<file path="config.mk">
export PLATFORM = sky130hd
export DESIGN_NAME = cache_control_and_way_lock
export DESIGN_NICKNAME = d
export VERILOG_FILES = /design/src/design/cache_ctl_pkg.sv /design/src/design/flush_walker.sv /design/src/design/cache_control_and_way_lock.sv
export SDC_FILE = /design/constraint.sdc
export NUM_CORES = 1
export LEC_CHECK = 0
export ABC_AREA = 1
export BUFFER_PORTS_ARGS = -buffer_cell sky130_fd_sc_hd__buf_2
export CORE_ASPECT_RATIO = 0.6
export CORE_MARGIN = 2
export CORE_UTILIZATION = 35
export CTS_BUF_LIST = sky130_fd_sc_hd__clkbuf_16
export DETAILED_ROUTE_END_ITERATION = 6
export PLACE_DENSITY = 0.7
export SLEW_MARGIN = 10
export SYNTH_ARGS = -nofsm -noshare
export SYNTH_HDL_FRONTEND = slang
export SYNTH_SLANG_ARGS = --single-unit
</file>
<file path="constraint.sdc">
create_clock -name i_sys_clk -period 1.5 [get_ports i_sys_clk]
set_input_delay 0.15 -clock i_sys_clk [delete_from_list [all_inputs] [get_ports i_sys_clk]]
set_output_delay 0.15 -clock i_sys_clk [all_outputs]
set_load 0.02 [all_outputs]
</file>
<file path="src/design/cache_ctl_pkg.sv">
// cache control package: register map, field positions, reset values, counts
// assumes byte addresses on a 32-bit register port, one aligned word each
package cache_ctl_pkg;

	// ------------------------------------------------------------------
	// register map
	// ------------------------------------------------------------------
	localparam logic [31:0] MAIN_CTL_ADDR = 32'hFFFC1000; // cache_main_control
	localparam logic [31:0] LOCK_CTL_ADDR = 32'hFFFC1004; // cache_way_lock_control
	localparam logic [31:0] MAIN_CTL_RST  = 32'h00000000;
	localparam logic [31:0] LOCK_CTL_RST  = 32'h00000000;

	// ------------------------------------------------------------------
	// field positions
	// ------------------------------------------------------------------
	localparam int OCE_BIT  = 0;  // ocache_enable
	localparam int WT_BIT   = 1;  // write_policy_select
	localparam int OCF_BIT  = 3;  // ocache_flush
	localparam int ICE_BIT  = 8;  // icache_enable
	localparam int ICF_BIT  = 11; // icache_flush
	localparam int W2LK_BIT = 0;  // way2_locked
	localparam int W2LD_BIT = 1;  // way2_force_load
	localparam int W3LK_BIT = 8;  // way3_locked
	localparam int W3LD_BIT = 9;  // way3_force_load
	localparam int LE_BIT   = 16; // lock_mode_enable

	// bits that hold state; everything else reads zero
	localparam logic [31:0] MAIN_CTL_MASK = 32'h00000103;
	localparam logic [31:0] LOCK_CTL_MASK = 32'h00010303;

	// ------------------------------------------------------------------
	// geometry
	// ------------------------------------------------------------------
	localparam int          IDX_W       = 7;     // 128 entries per way
	localparam logic [6:0]  LAST_IDX    = 7'h7F;
	localparam logic [6:0]  FIRST_IDX   = 7'h00;
	localparam logic [5:0]  RECENCY_RST = 6'h00; // state written by a flush

endpackage

</file>
<file path="src/design/flush_walker.sv">
// flush walker: steps once through every entry index, one per enabled cycle
// assumes the tag store clears valid, dirty and recency for each index given
`timescale 1ns/10ps
module flush_walker (
	input  wire logic       i_sys_clk,
	input  wire logic       i_rst,
	input  wire logic       i_clk_en,
	input  wire logic       i_start,
	output logic            o_busy,
	output logic [6:0]      o_index
);

	logic       busy_q;
	logic       busy_d;
	logic [6:0] idx_q;
	logic [6:0] idx_d;
	logic       at_last;

	// ------------------------------------------------------------------
	// next state: a start restarts the walk from the first index
	// ------------------------------------------------------------------
	assign at_last = (idx_q == cache_ctl_pkg::LAST_IDX);
	assign busy_d  = i_start | (busy_q & ~at_last);
	assign idx_d   = i_start ? cache_ctl_pkg::FIRST_IDX
	               : (busy_q ? idx_q + 7'h01 : idx_q);

	// walk state
	always_ff @(posedge i_sys_clk or posedge i_rst) begin
		if (i_rst) begin
			busy_q <= 1'b0;
			idx_q  <= cache_ctl_pkg::FIRST_IDX;
		end else if (i_clk_en) begin
			busy_q <= busy_d;
			idx_q  <= idx_d;
		end
	end

	assign o_busy  = busy_q;
	assign o_index = idx_q;

endmodule

</file>
<file path="src/design/cache_control_and_way_lock.sv">
// cache control and way lock: two control registers, flush walkers, victim choice
// assumes a core that holds lookups while a stall is shown and a tag store
// that supplies the six recency bits of the missing entry with the miss
`timescale 1ns/10ps

// Behaviour
// icache flush write clears valid and recency of all entries; reads zero
// ocache flush write clears valid, dirty, recency of all entries; reads zero
// icache enable bit: zero disables, one enables the instruction cache
// ocache enable bit: zero disables, one enables the operand cache
// write policy bit: zero write-back, one write-through for operand cache
// main control resets to zero on power-on and deep standby only
// lock control resets to zero on power-on and deep standby only
// reserved bits read zero; software writes only zero there
// lock enable selects locking; load and lock bits idle otherwise
// way locking touches only the operand cache
// locked prefetch miss with way3 load and lock fills way 3
// locked prefetch miss with way2 load and lock fills way 2
// all other misses take the victim from the recency state
// prefetch hit fetches nothing and keeps the hitting entry
// non-prefetch misses in locking mode avoid locked ways
// software never sets both load bits at once
// software changes registers from uncached code and reads back
// unlocked victim follows fixed recency pattern groups; flush zeroes recency
// locked ways are never chosen by recency-based victim selection
// valid means data valid; dirty set only by write-back writes
// a flush finishes all entries before the next lookup is served
module cache_control_and_way_lock (
	input  wire logic        i_sys_clk,
	input  wire logic        i_rst,
	input  wire logic        i_clk_en,
	input  wire logic [31:0] i_addr,
	input  wire logic [31:0] i_wdata,
	input  wire logic        i_wr,
	input  wire logic        i_rd,
	output logic      [31:0] o_rdata,
	input  wire logic        i_ic_miss,
	input  wire logic [5:0]  i_ic_recency,
	input  wire logic        i_oc_lookup,
	input  wire logic        i_oc_hit,
	input  wire logic        i_oc_prefetch,
	input  wire logic [5:0]  i_oc_recency,
	output logic             o_ic_enable,
	output logic             o_oc_enable,
	output logic             o_oc_write_through,
	output logic             o_oc_dirty_on_write,
	output logic             o_ic_stall,
	output logic             o_oc_stall,
	output logic             o_ic_clear,
	output logic      [6:0]  o_ic_clear_index,
	output logic             o_oc_clear,
	output logic      [6:0]  o_oc_clear_index,
	output logic             o_ic_fill,
	output logic      [1:0]  o_ic_victim_way,
	output logic             o_oc_fill,
	output logic      [1:0]  o_oc_victim_way
);

	// ------------------------------------------------------------------
	// recency decode: pattern groups, with locked ways taken out
	// ------------------------------------------------------------------
	function automatic logic [1:0] pick_way(input logic [5:0] rec,
	                                        input logic       lk2,
	                                        input logic       lk3);
		logic [1:0] way;
		way = 2'h3;
		unique case ({lk3, lk2})
			2'b00: begin
				unique case (rec)
					6'h00, 6'h04, 6'h14, 6'h20, 6'h30, 6'h34: way = 2'h3;
					6'h01, 6'h03, 6'h0B, 6'h21, 6'h29, 6'h2B: way = 2'h2;
					6'h06, 6'h07, 6'h0F, 6'h16, 6'h1E, 6'h1F: way = 2'h1;
					default: way = 2'h0;
				endcase
			end
			2'b01: begin
				unique case (rec)
					6'h00, 6'h01, 6'h04, 6'h14, 6'h20, 6'h21, 6'h30, 6'h34: way = 2'h3;
					6'h03, 6'h06, 6'h07, 6'h0B, 6'h0F, 6'h16, 6'h1E, 6'h1F: way = 2'h1;
					default: way = 2'h0;
				endcase
			end
			2'b10: begin
				unique case (rec)
					6'h00, 6'h01, 6'h03, 6'h0B, 6'h20, 6'h21, 6'h29, 6'h2B: way = 2'h2;
					6'h04, 6'h06, 6'h07, 6'h0F, 6'h14, 6'h16, 6'h1E, 6'h1F: way = 2'h1;
					default: way = 2'h0;
				endcase
			end
			2'b11: begin
				way = rec[5] ? 2'h0 : 2'h1;
			end
		endcase
		return way;
	endfunction

	// ------------------------------------------------------------------
	// registers
	// ------------------------------------------------------------------
	logic        ice_q;
	logic        oce_q;
	logic        wt_q;
	logic        le_q;
	logic        w3ld_q;
	logic        w3lk_q;
	logic        w2ld_q;
	logic        w2lk_q;
	logic [31:0] rdata_q;
	logic [31:0] rdata_d;
	logic        ic_fill_q;
	logic [1:0]  ic_way_q;
	logic        oc_fill_q;
	logic [1:0]  oc_way_q;

	logic        sel_main;
	logic        sel_lock;
	logic        wr_main;
	logic        wr_lock;
	logic        ic_flush_go;
	logic        oc_flush_go;
	logic [31:0] main_view;
	logic [31:0] lock_view;
	logic        ic_busy;
	logic        oc_busy;
	logic        lk2_eff;
	logic        lk3_eff;
	logic        force3;
	logic        force2;
	logic [1:0]  oc_way_d;
	logic        oc_miss;

	// address decode and write strobes
	assign sel_main    = (i_addr == cache_ctl_pkg::MAIN_CTL_ADDR);
	assign sel_lock    = (i_addr == cache_ctl_pkg::LOCK_CTL_ADDR);
	assign wr_main     = i_wr & sel_main;
	assign wr_lock     = i_wr & sel_lock;
	assign ic_flush_go = wr_main & i_wdata[cache_ctl_pkg::ICF_BIT];
	assign oc_flush_go = wr_main & i_wdata[cache_ctl_pkg::OCF_BIT];

	// read views: flush bits and reserved bits always zero
	assign main_view = cache_ctl_pkg::MAIN_CTL_MASK &
		{23'h000000, ice_q, 6'h00, wt_q, oce_q};
	assign lock_view = cache_ctl_pkg::LOCK_CTL_MASK &
		{15'h0000, le_q, 6'h00, w3ld_q, w3lk_q, 6'h00, w2ld_q, w2lk_q};
	assign rdata_d = !i_rd   ? 32'h00000000
	               : sel_main ? main_view
	               : sel_lock ? lock_view
	               : 32'h00000000; // unmapped reads return zero

	// main control; only power-on reset clears it
	always_ff @(posedge i_sys_clk or posedge i_rst) begin
		if (i_rst) begin
			ice_q <= cache_ctl_pkg::MAIN_CTL_RST[cache_ctl_pkg::ICE_BIT];
			oce_q <= cache_ctl_pkg::MAIN_CTL_RST[cache_ctl_pkg::OCE_BIT];
			wt_q  <= cache_ctl_pkg::MAIN_CTL_RST[cache_ctl_pkg::WT_BIT];
		end else if (i_clk_en && wr_main) begin
			ice_q <= i_wdata[cache_ctl_pkg::ICE_BIT];
			oce_q <= i_wdata[cache_ctl_pkg::OCE_BIT];
			wt_q  <= i_wdata[cache_ctl_pkg::WT_BIT];
		end
	end

	// lock control; only power-on reset clears it
	always_ff @(posedge i_sys_clk or posedge i_rst) begin
		if (i_rst) begin
			le_q   <= cache_ctl_pkg::LOCK_CTL_RST[cache_ctl_pkg::LE_BIT];
			w3ld_q <= cache_ctl_pkg::LOCK_CTL_RST[cache_ctl_pkg::W3LD_BIT];
			w3lk_q <= cache_ctl_pkg::LOCK_CTL_RST[cache_ctl_pkg::W3LK_BIT];
			w2ld_q <= cache_ctl_pkg::LOCK_CTL_RST[cache_ctl_pkg::W2LD_BIT];
			w2lk_q <= cache_ctl_pkg::LOCK_CTL_RST[cache_ctl_pkg::W2LK_BIT];
		end else if (i_clk_en && wr_lock) begin
			le_q   <= i_wdata[cache_ctl_pkg::LE_BIT];
			w3ld_q <= i_wdata[cache_ctl_pkg::W3LD_BIT];
			w3lk_q <= i_wdata[cache_ctl_pkg::W3LK_BIT];
			w2ld_q <= i_wdata[cache_ctl_pkg::W2LD_BIT];
			w2lk_q <= i_wdata[cache_ctl_pkg::W2LK_BIT];
		end
	end

	// read data, standing only in the cycle after the read strobe
	always_ff @(posedge i_sys_clk or posedge i_rst) begin
		if (i_rst) begin
			rdata_q <= 32'h00000000;
		end else if (i_clk_en) begin
			rdata_q <= rdata_d;
		end
	end

	// ------------------------------------------------------------------
	// flush walkers
	// ------------------------------------------------------------------
	flush_walker u_ic_flush (
		.i_sys_clk (i_sys_clk),
		.i_rst     (i_rst),
		.i_clk_en  (i_clk_en),
		.i_start   (ic_flush_go),
		.o_busy    (ic_busy),
		.o_index   (o_ic_clear_index)
	);

	flush_walker u_oc_flush (
		.i_sys_clk (i_sys_clk),
		.i_rst     (i_rst),
		.i_clk_en  (i_clk_en),
		.i_start   (oc_flush_go),
		.o_busy    (oc_busy),
		.o_index   (o_oc_clear_index)
	);

	// each clear resets valid, dirty and recency of one index, no write-back
	assign o_ic_clear = ic_busy;
	assign o_oc_clear = oc_busy;
	assign o_ic_stall = ic_busy;
	assign o_oc_stall = oc_busy;

	// ------------------------------------------------------------------
	// victim selection
	// ------------------------------------------------------------------
	// lock bits only count in locking mode, and only for the operand cache
	assign lk2_eff  = le_q & w2lk_q;
	assign lk3_eff  = le_q & w3lk_q;
	assign force3   = i_oc_prefetch & le_q & w3ld_q & w3lk_q & ~w2ld_q;
	assign force2   = i_oc_prefetch & le_q & w2ld_q & w2lk_q & ~w3ld_q;
	assign oc_miss  = i_oc_lookup & ~i_oc_hit & oce_q & ~oc_busy;
	assign oc_way_d = force3 ? 2'h3
	                : force2 ? 2'h2
	                : pick_way(i_oc_recency, lk2_eff, lk3_eff);

	// fill requests and victim ways
	always_ff @(posedge i_sys_clk or posedge i_rst) begin
		if (i_rst) begin
			ic_fill_q <= 1'b0;
			ic_way_q  <= 2'h0;
			oc_fill_q <= 1'b0;
			oc_way_q  <= 2'h0;
		end else if (i_clk_en) begin
			ic_fill_q <= i_ic_miss & ice_q & ~ic_busy;
			oc_fill_q <= oc_miss;
			if (i_ic_miss) begin
				ic_way_q <= pick_way(i_ic_recency, 1'b0, 1'b0);
			end
			if (oc_miss) begin
				oc_way_q <= oc_way_d;
			end
		end
	end

	// ------------------------------------------------------------------
	// outputs
	// ------------------------------------------------------------------
	assign o_rdata             = rdata_q;
	assign o_ic_enable         = ice_q;
	assign o_oc_enable         = oce_q;
	assign o_oc_write_through  = wt_q;
	assign o_oc_dirty_on_write = ~wt_q;
	assign o_ic_fill           = ic_fill_q;
	assign o_ic_victim_way     = ic_way_q;
	assign o_oc_fill           = oc_fill_q;
	assign o_oc_victim_way     = oc_way_q;

	// ------------------------------------------------------------------
	// assertions
	// ------------------------------------------------------------------
	a_flush_bits_zero: assert property (@(posedge i_sys_clk) disable iff (i_rst)
		(i_clk_en && i_rd && sel_main) |=> (o_rdata[11] == 1'b0 && o_rdata[3] == 1'b0))
		else $error("flush bits read as one");

	a_reserved_read_zero: assert property (@(posedge i_sys_clk) disable iff (i_rst)
		(i_clk_en && i_rd && sel_lock) |=> ((o_rdata & ~cache_ctl_pkg::LOCK_CTL_MASK) == 0))
		else $error("reserved lock bits read nonzero");

	a_enables_follow: assert property (@(posedge i_sys_clk) disable iff (i_rst)
		(i_clk_en && wr_main) |=> (o_ic_enable == $past(i_wdata[8])
		                          && o_oc_enable == $past(i_wdata[0])))
		else $error("cache enables do not follow the write");

	a_policy_follows: assert property (@(posedge i_sys_clk) disable iff (i_rst)
		(i_clk_en && wr_main) |=> (o_oc_write_through == $past(i_wdata[1])
		                          && o_oc_dirty_on_write != $past(i_wdata[1])))
		else $error("write policy does not follow the write");

	a_flush_stalls: assert property (@(posedge i_sys_clk) disable iff (i_rst)
		(i_clk_en && oc_flush_go) |=> (o_oc_stall && o_oc_clear && o_oc_clear_index == 7'h00))
		else $error("operand flush did not start");

	a_prefetch_op_way3: assert property (@(posedge i_sys_clk) disable iff (i_rst)
		(i_clk_en && oc_miss && force3) |=> (o_oc_fill && o_oc_victim_way == 2'h3))
		else $error("forced prefetch miss not placed in way 3");

	a_prefetch_op_way2: assert property (@(posedge i_sys_clk) disable iff (i_rst)
		(i_clk_en && oc_miss && force2) |=> (o_oc_fill && o_oc_victim_way == 2'h2))
		else $error("forced prefetch miss not placed in way 2");

	a_locked_excluded: assert property (@(posedge i_sys_clk) disable iff (i_rst)
		(i_clk_en && oc_miss && !force2 && !force3 && le_q && w2lk_q)
		|=> (o_oc_victim_way != 2'h2))
		else $error("locked way 2 chosen as victim");

	a_hit_no_fill: assert property (@(posedge i_sys_clk) disable iff (i_rst)
		(i_clk_en && i_oc_lookup && i_oc_hit) |=> !o_oc_fill)
		else $error("fill requested on a hit");

	a_icache_unlocked: assert property (@(posedge i_sys_clk) disable iff (i_rst)
		(i_clk_en && i_ic_miss && ice_q && !ic_busy && i_ic_recency == 6'h00)
		|=> (o_ic_fill && o_ic_victim_way == 2'h3))
		else $error("instruction cache victim affected by locking");

	a_ic_flush_starts: assert property (@(posedge i_sys_clk) disable iff (i_rst)
		(i_clk_en && ic_flush_go)
		|=> (o_ic_stall && o_ic_clear && o_ic_clear_index == 7'h00))
		else $error("instruction flush did not start");

	a_oc_walk_steps: assert property (@(posedge i_sys_clk) disable iff (i_rst)
		(i_clk_en && oc_busy && !oc_flush_go && o_oc_clear_index != cache_ctl_pkg::LAST_IDX)
		|=> (o_oc_clear && o_oc_clear_index == $past(o_oc_clear_index) + 7'h01))
		else $error("operand flush skipped an index");

	a_oc_walk_ends: assert property (@(posedge i_sys_clk) disable iff (i_rst)
		(i_clk_en && oc_busy && !oc_flush_go && o_oc_clear_index == cache_ctl_pkg::LAST_IDX)
		|=> !o_oc_stall)
		else $error("operand flush did not end after the last index");

	a_ic_walk_ends: assert property (@(posedge i_sys_clk) disable iff (i_rst)
		(i_clk_en && ic_busy && !ic_flush_go && o_ic_clear_index == cache_ctl_pkg::LAST_IDX)
		|=> !o_ic_stall)
		else $error("instruction flush did not end after the last index");

	a_oc_stall_nofill: assert property (@(posedge i_sys_clk) disable iff (i_rst)
		(i_clk_en && o_oc_stall) |=> !o_oc_fill)
		else $error("operand fill during flush");

	a_ic_stall_nofill: assert property (@(posedge i_sys_clk) disable iff (i_rst)
		(i_clk_en && o_ic_stall) |=> !o_ic_fill)
		else $error("instruction fill during flush");

	a_oc_off_nofill: assert property (@(posedge i_sys_clk) disable iff (i_rst)
		(i_clk_en && !o_oc_enable) |=> !o_oc_fill)
		else $error("operand fill while disabled");

	a_ic_off_nofill: assert property (@(posedge i_sys_clk) disable iff (i_rst)
		(i_clk_en && !o_ic_enable) |=> !o_ic_fill)
		else $error("instruction fill while disabled");

	a_way3_excluded: assert property (@(posedge i_sys_clk) disable iff (i_rst)
		(i_clk_en && oc_miss && !force2 && !force3 && le_q && w3lk_q)
		|=> (o_oc_victim_way != 2'h3))
		else $error("locked way 3 chosen as victim");

	a_unlocked_recency: assert property (@(posedge i_sys_clk) disable iff (i_rst)
		(i_clk_en && oc_miss && !le_q && i_oc_recency == 6'h00)
		|=> (o_oc_fill && o_oc_victim_way == 2'h3))
		else $error("unlocked victim does not follow recency");

	a_main_reserved_zero: assert property (@(posedge i_sys_clk) disable iff (i_rst)
		(i_clk_en && i_rd && sel_main)
		|=> ((o_rdata & ~cache_ctl_pkg::MAIN_CTL_MASK) == 32'h00000000))
		else $error("reserved main bits read nonzero");

endmodule

</file>
==> summary.md, run 1 <==
| Metric | Value |
|---|---|
| Outcome | finished, violations left |
| Violated checks | DRC |
| Vias | roughly 2500 |
| CTS Buf Count | 5 |
| Endpoints failing hold | 0 |
| Tcrit/Tclk final | 0.8970 |
| Root Buffer | clkbuf_16 |
| Vias in the first global route | approximately 2400 |
| Synth Area in Compound Gates | 0.07611 |
| Final nets | around 550 |
| Mux cell area share after synthesis | 0 |
| ANT cells | 0 |
| Hold path startpoint | i_wdata[16] |
| Layout cells sized above 1 | 0.2690 |
| Internal | roughly 0.0017 W |
| Post-CTS Setup Repair Bufs | 0 |
| CP Class | reg -> reg |
| Die area | 7853 sq um |
| CP Launch Type | flop |
| DR pass1 iterations | 7 |
| Post-Synth Simple-Gate Area | 0.3630 |
| Crit-path slowest cell | dfrtp_1 |
| CP max FO | 4 |
| CTS tree | built |
| Placed Instances | 539 |
| Syn Area/Cell | around 7 sq um |
| Max stage delay on crit path | a little under 0.4 ns |
| Most instantiated library cell after synthesis | nand2_1 |
| Critical Path End Type | flop |
| Sequential area share after synthesis | 0.3505 |
| Sw Ratio | 0.2653 |
| DRC | 6 |
| H-Tree Depth | 2 |
| Rows | 23 |
| Yosys reg bits | 35 |
| XOR/XNOR Fraction of Synth Area | 0.02804 |
| Clock Sink Count | 35 |
| Initial antenna violation count | 0 |
| Final std cells w/o fill | around 550 |
| Post-synth cell types | 32 |
| Area leader, netlist | dfrtp_1 |
| Share of synthesized registers carrying an async set or reset | 1.000 |
| Die Ht | between 60 and 70 um |
| Largest net degree at the start of global routing | 36 |
| WP data required | about 1.7 ns |
| DR iter-0 viols | 70 |
| Die W | approximately 110 um |
| Synth warn | 0 |
| Setup total negative slack | 0 ns |
| Final WL | 6113 um |
| IO buf count | 92 |
| GRT Total Usage | 0.1619 |
| Clock Skew | roughly 0.0030 ns |
| Power Dens Cells | 720.7 nW/um^2 |
| Maxcap violations | 0 |
| Avg WL per Cell | around 11 um |
| HPWL Detailed | 4999 um |
| Leak pwr | between 1.5 and 2 nW |
| Post-Syn Instances | 359 |
| Grt ovf | 0 |
| Power share of the clock group | 0.439 |
| R2r startpoint | u_ic_flush.o_index[0]$_DFFE_PP0P_ |
| Clk slew on worst S/H paths | 0.06 ns |
| Comb power frac | 0.138 |
| Yosys top cell area share | 0.3505 |
| Cells along the critical path | ha_1 > nand3_1 > nor2_1 > nand2_1 > xor2_1 > inv_1 > nand2_1 > inv_1 |
| RSZ-0062 raised after global routing | false |
| Area delta synth->final | 25.44% |
| Seq pwr share | 0.423 |
| Ports | 145 |
| CORE AREA | approximately 6800 sq um |
| First-pass GRT wire length | about 10000 um |
| Initial Util | 0.3679 |
| Adder-Cell Fraction of Synth Area | 0.01002 |
| Largest family of logic cells by synthesized area | simple AND/OR/NAND/NOR gates |
| Top_reg_cell synth | dfrtp_1 |
| Hold Crit Class | in -> reg |
| Crit path from | u_ic_flush.o_index[0]$_DFFE_PP0P_ |
| Net Switching | ~0.0006 W |
| Layout Utilization | 0.4615 |
| F_max | around 0.74 GHz |
| EDFF count, synth | 0 |
| Arr. time, crit path | approximately 1.5 ns |
| Endpoints failing setup | 0 |
| Post-route ant nets | 0 |
| GPL Wtd Cong | a little under 0.9 |
| Synth top area cells | dfrtp_1 (35%), nand2_1 (14%), buf_4 (8.7%) |
| Skew-Pair Late Insertion Delay | 0.27 ns |
| Cell Area, Synth | approximately 2500 sq um |
| Minimum clock period | approximately 1.3 ns |
| Detail-routed via count per cell | ~4.5 |
| Fin. max-slew vios | 0 |
| Max VDD drop | roughly 0.0004 V |
| Top cells by count, synth | nand2_1 (95), inv_1 (48), dfrtp_1 (35), nand3_1 (35), nor2_1 (34) |
| CTS Buffer Depth | 2 |
[worst max-delay path, delay by kind of cell (launching register included)]
kind                       cells  cell delay, ns
xor gates and xnor gates       1            0.13
adders and majority gates      1            0.21
buffers and inverters          2            0.09
DFF                            1            0.39
and+or+nand+nor                4            0.43
[sequential cells by signal, indices dropped and copies added, names as in the netlist]
signal,cells
o_oc_enable,1
u_oc_flush.o_index,7
w2ld_q,1
w2lk_q,1
w3ld_q,1
o_ic_fill,1
u_ic_flush.o_index,7
w3lk_q,1
o_rdata,5
o_oc_fill,1
le_q,1
o_oc_victim_way,2
o_ic_enable,1
o_oc_write_through,1
u_ic_flush.o_busy,1
u_oc_flush.o_busy,1
o_ic_victim_way,2
[area by class of cell]
| type | instances | area [sq um] |
|---|---|---|
| clock inverters | 3 | 15.01 |
| fillers | 699 | 3657 |
| multi-input cells | 266 | 1294 |
| clock buffers | 5 | 125.1 |
| inverters | 53 | 198.9 |
| repair buffers | 99 | 515.5 |
| flip-flops and latches | 35 | 877.1 |
| well taps | 87 | 108.9 |
[power groups by stage]
stage / combinational, W / sequential, W / clock, W
floorplan: 0.000217 / 0.000980 / 0
global placement: 0.000301 / 0.000972 / 0
detailed placement: 0.000309 / 0.000971 / 0
CTS: 0.000311 / 0.000955 / 0.00101
global route: 0.000350 / 0.000955 / 0.00106
finish: 0.000311 / 0.000955 / 0.000992
[metal layers]
metal	GRT usage	part of all wire
met5	0	0
met4	0.02981	0.0059
met3	0.05157	0.075
met2	0.2635	0.44
met1	0.2139	0.48
[logic make-up after synthesis]
logic type      after synthesis
simple gates                195
fa+ha+maj                     2
flops                        35
other cells                   1
compound gates               34
buf+inv                      84
xor+xnor                      8
[placed cells by master, fill, tap and decap left out]
master         Yosys  layout
a31o_2             1       1
a21o_1             1       1
o21ai_0           11      11
nand3_2            2       2
nand2_2            3       3
ha_1               2       2
nand3_1           35      35
dfrtp_2            0       1
buf_2              2      92
clkinv_2           0       3
nand4_4            2       2
clkinv_1           1       1
o211a_1            1       1
nor2_4             1       1
and3b_1            1       1
nor2_8             1       1
a21oi_1           10      10
xnor2_1            2       2
nor2_1            34      34
buf_4             29       6
nor2_2             2       2
xor2_1             6       6
o21ai_1            8       8
nand2_1           95      95
nor3_1             4       4
inv_1             48      48
nand4_1           13      13
nor4_1             1       1
or2_2              1       1
clkbuf_16          0       5
conb_1             1      27
inv_2              4       4
dlygate4sd3_1      0       1
a32o_1             1       1
dfrtp_1           35      34
o2111ai_1          1       1
[timing repair]
item | 4_1_cts | 5_1_grt
endpoints found under the hold margin | 27 | 0
hold buffers | 1 | 0
endpoints found under the setup margin | 0 | 1
resized for setup | 0 | 1
[through the flow]
| step | area (sq um) | setup slack (ns) | hold WS [ns] | power (W) |
|---|---|---|---|---|
| floorplan | 2596 | 0.1392 | 0.2946 | 0.001197 |
| global placement | 2983 | 0.1138 | 0.2840 | 0.001272 |
| detailed placement | 2983 | 0.1058 | 0.2858 | 0.001280 |
| CTS | 3133 | 0.1323 | 0.1098 | 0.002279 |
| global route | 3134 | 0.01176 | 0.1307 | 0.002364 |
| finish | 3134 | 0.1545 | 0.1115 | 0.002259 |
[path summary, 6_finish.rpt]
path | to | slack, ns | depth (start not counted)
max | u_ic_flush.o_index[6]$_DFFE_PP0P_ | 0.15 | 8
min | le_q$_DFFE_PP0P_ | 0.11 | 3
max reg2reg | u_ic_flush.o_index[6]$_DFFE_PP0P_ | 0.15 | 8
min reg2reg | o_rdata[1]$_DFFE_PP0P_ | 0.47 | 2
max in group asynchronous | u_oc_flush.o_index[0]$_DFFE_PP0P_ | 0.64 | 4
min in group asynchronous | o_oc_fill$_DFFE_PP0P_ | 0.53 | 4
No activity file was read; power rests on OpenSTA's default activity.
==> inputs of run 2 (changes only) <==
- clock period: 1.5 -> 1.3 ns (I/O delays scaled with it)
==> summary.md, run 2 (synthesized netlist as in run 1, its figures left out) <==
| Metric | Value |
|---|---|
| CORE AREA | 6792 sq um (unchanged) |
| DR pass1 iterations | 6 (was 7) |
| Clock Sink Count | 35 (unchanged) |
| R2r startpoint | u_ic_flush.o_index[1]$_DFFE_PP0P_ (was u_ic_flush.o_index[0]$_DFFE_PP0P_) |
| Clk slew on worst S/H paths | 0.06 ns (about the same) |
| IO buf count | 92 (unchanged) |
| Fin. max-slew vios | 0 (unchanged) |
| CTS Buf Count | 5 (unchanged) |
| GPL Wtd Cong | 0.8815 (was 0.8720) |
| Minimum clock period | 1.219 ns (was 1.345 ns) |
| Power Dens Cells | 795.3 nW/um^2 (was 720.7 nW/um^2) |
| CTS tree | built (unchanged) |
| Most common cell after layout, fill and taps aside | nand2_1 (unchanged) |
| Skew-Pair Late Insertion Delay | 0.27 ns (about the same) |
| Hold Crit Class | in -> reg (unchanged) |
| WP data required | 1.47 ns (was 1.67 ns) |
| Vias in the first global route | 2330 (was 2387) |
| Violated checks | DRC (unchanged) |
| Grt ovf | 0 (unchanged) |
| Crit-path slowest cell | dfrtp_2 (was dfrtp_1) |
| Leak pwr | 1.969 nW (was 1.928 nW) |
| Detail-routed via count per cell | 4.544 (was 4.504) |
| Final WL | 6425 um (was 6113 um) |
| Die area | 7853 sq um (unchanged) |
| CP Class | reg -> reg (unchanged) |
| Largest net degree at the start of global routing | 36 (unchanged) |
| Arr. time, crit path | 1.39 ns (was 1.52 ns) |
| Top cell by count, worst path | nand2_1 |
| ANT cells | 0 (unchanged) |
| Die Ht | 69.45 um (unchanged) |
| Worst reg-to-reg setup slack | 0.08 ns (was 0.15 ns) |
| Post-route ant nets | 0 (unchanged) |
| Ports | 145 (unchanged) |
| Commonest non-fill, non-tap cells in the layout | nand2_1 (95), buf_2 (92), inv_1 (47), nand3_1 (33), nor2_1 (32) (was nand2_1 (95), buf_2 (92), inv_1 (48), nand3_1 (35)) |
| Setup total negative slack | 0 ns (unchanged) |
| Endpoints failing setup | 0 (unchanged) |
| Tcrit/Tclk final | 0.9380 (was 0.8970) |
| First-pass GRT wire length | 10640 um (was 10490 um) |
| F_max | 0.8201 GHz (was 0.7432 GHz) |
| DR iter-0 viols | 115 (was 70) |
| Outcome | finished, violations left (unchanged) |
| R2r endpoint | u_ic_flush.o_index[5]$_DFFE_PP0P_ (was u_ic_flush.o_index[6]$_DFFE_PP0P_) |
| DRC | 8 (was 6) |
| Rows | 23 (unchanged) |
| H-Tree Depth | 2 (unchanged) |
| HPWL Detailed | 5137 um (was 4999 um) |
| Clock Skew | 0.006299 ns (was 0.002982 ns) |
| Worst Reg-to-Reg Cells | 7 (was 8) |
| Max stage delay on crit path | 0.39 ns (about the same) |
| Avg WL per Cell | 11.49 um (was 11.16 um) |
| Final nets | 558 (was 547) |
| Critical Path End Type | flop (unchanged) |
| GRT Total Usage | 0.1636 (was 0.1619) |
| Max VDD drop | 0.0007068 V (was 0.0003990 V) |
| Area delta synth->final | 30.95% (was 25.44%) |
| CP max FO | 3 (was 4) |
| Initial antenna violation count | 0 (unchanged) |
| Layout cells sized above 1 | 0.3072 (was 0.2690) |
| Maxcap violations | 0 (unchanged) |
| Crit path from | u_ic_flush.o_index[1]$_DFFE_PP0P_ (was u_ic_flush.o_index[0]$_DFFE_PP0P_) |
| CP Launch Type | flop (unchanged) |
| Cells along the critical path | buf_4 > nand2_1 > nor3_2 > xnor2_1 > inv_1 > nand4_1 > nand2_1 (was ha_1 > nand3_1 > nor2_1 > nand2_1 > xor2_1 > inv_1 > nand2_1 > inv_1) |
| Vias | 2540 (was 2468) |
| CP endpoint | u_ic_flush.o_index[5]$_DFFE_PP0P_ (was u_ic_flush.o_index[6]$_DFFE_PP0P_) |
| CTS Buffer Depth | 2 (unchanged) |
| Overall power | 0.002602 W (was 0.002259 W) |
| Endpoints failing hold | 0 (unchanged) |
| Die W | 113.1 um (unchanged) |
| Initial Util | 0.3679 (unchanged) |
| Root Buffer | clkbuf_16 (unchanged) |
==> run 2: cell count changes in the layout (fill, tap and decap cells not counted), sizes merged <==
cell,before,now
buf,98,109
clkinvlp,0,1
clkinv,4,3
==> run 2: per-layer routing <==
| metal | part of all wire | wire [um] | track usage | vias to the layer above |
|---|---|---|---|---|
| met5 | 0 | 0 | 0 | - |
| met4 | 0.0022 | 14 | 0.02439 | 0 |
| met3 | 0.062 | 398 | 0.04633 | 2 |
| met2 | 0.45 | 2902 | 0.2448 | 73 |
| met1 | 0.48 | 3109 | 0.2393 | 1145 |
| li1 | - | - | - | 1320 |
==> run 2: cell type report <==
class                      instances  area, sq um
clock buffer                       5        125.1
clock inverter                     3        15.01
fill                             715         3520
inverter                          53        198.9
multi-input combinational        266         1345
sequential                        35        880.8
tap                               87        108.9
timing repair buffer             110        598.1
==> run 2: how the worst min path moves through the flow <==
stage / slack, ns / cells past startpoint / startpoint / to
final: 0.09 / 3 / i_wdata[9] / w3ld_q$_DFFE_PP0P_
after global routing: 0.11 / 3 / i_wdata[9] / w3ld_q$_DFFE_PP0P_
after floorplan: 0.27 / 2 / i_wdata[9] / w3ld_q$_DFFE_PP0P_
after detailed placement: 0.26 / 3 / i_rst / u_oc_flush.o_index[6]$_DFFE_PP0P_
after global placement: 0.26 / 3 / i_rst / u_oc_flush.o_busy$_DFFE_PP0P_
after CTS: 0.09 / 3 / i_wdata[9] / w3ld_q$_DFFE_PP0P_
==> run 2: power by group <==
group	internal, W	switching, W
registers	0.00110	0.00000420
logic	0.000122	0.000241
clock network	0.000696	0.000441
==> run 2: per-stage QoR <==
stage	setup WS, ns	instance area, sq um	hold slack, ns	std cells	util
4_1_cts	0.01560	3223	0.08874	559	0.4746
5_1_grt	-0.01486	3272	0.1112	559	0.4818
2_1_floorplan	0.005767	2601	0.2746	385	-
6_report	0.08065	3272	0.08938	559	0.4818
3_5_place_dp	-0.05758	3055	0.2585	548	0.4499
3_3_place_gp	-0.01511	3055	0.2621	548	0.4499
==> run 2: worst max-delay path, delay by kind of cell, from the launching register on <==
family | cells | cell delay (ns)
buffers and inverters | 2 | 0.17
xor gates and xnor gates | 1 | 0.14
DFF | 1 | 0.39
and+or+nand+nor | 4 | 0.41
==> run 2: timing repair <==
action | 4_1_cts | 5_1_grt
endpoints found under the hold margin | 35 | 0
resized for setup | 1 | 11
hold buffers | 1 | 0
pin swaps | 1 | 3
endpoints found under the setup margin | 1 | 8
buffers inserted | 2 | 0
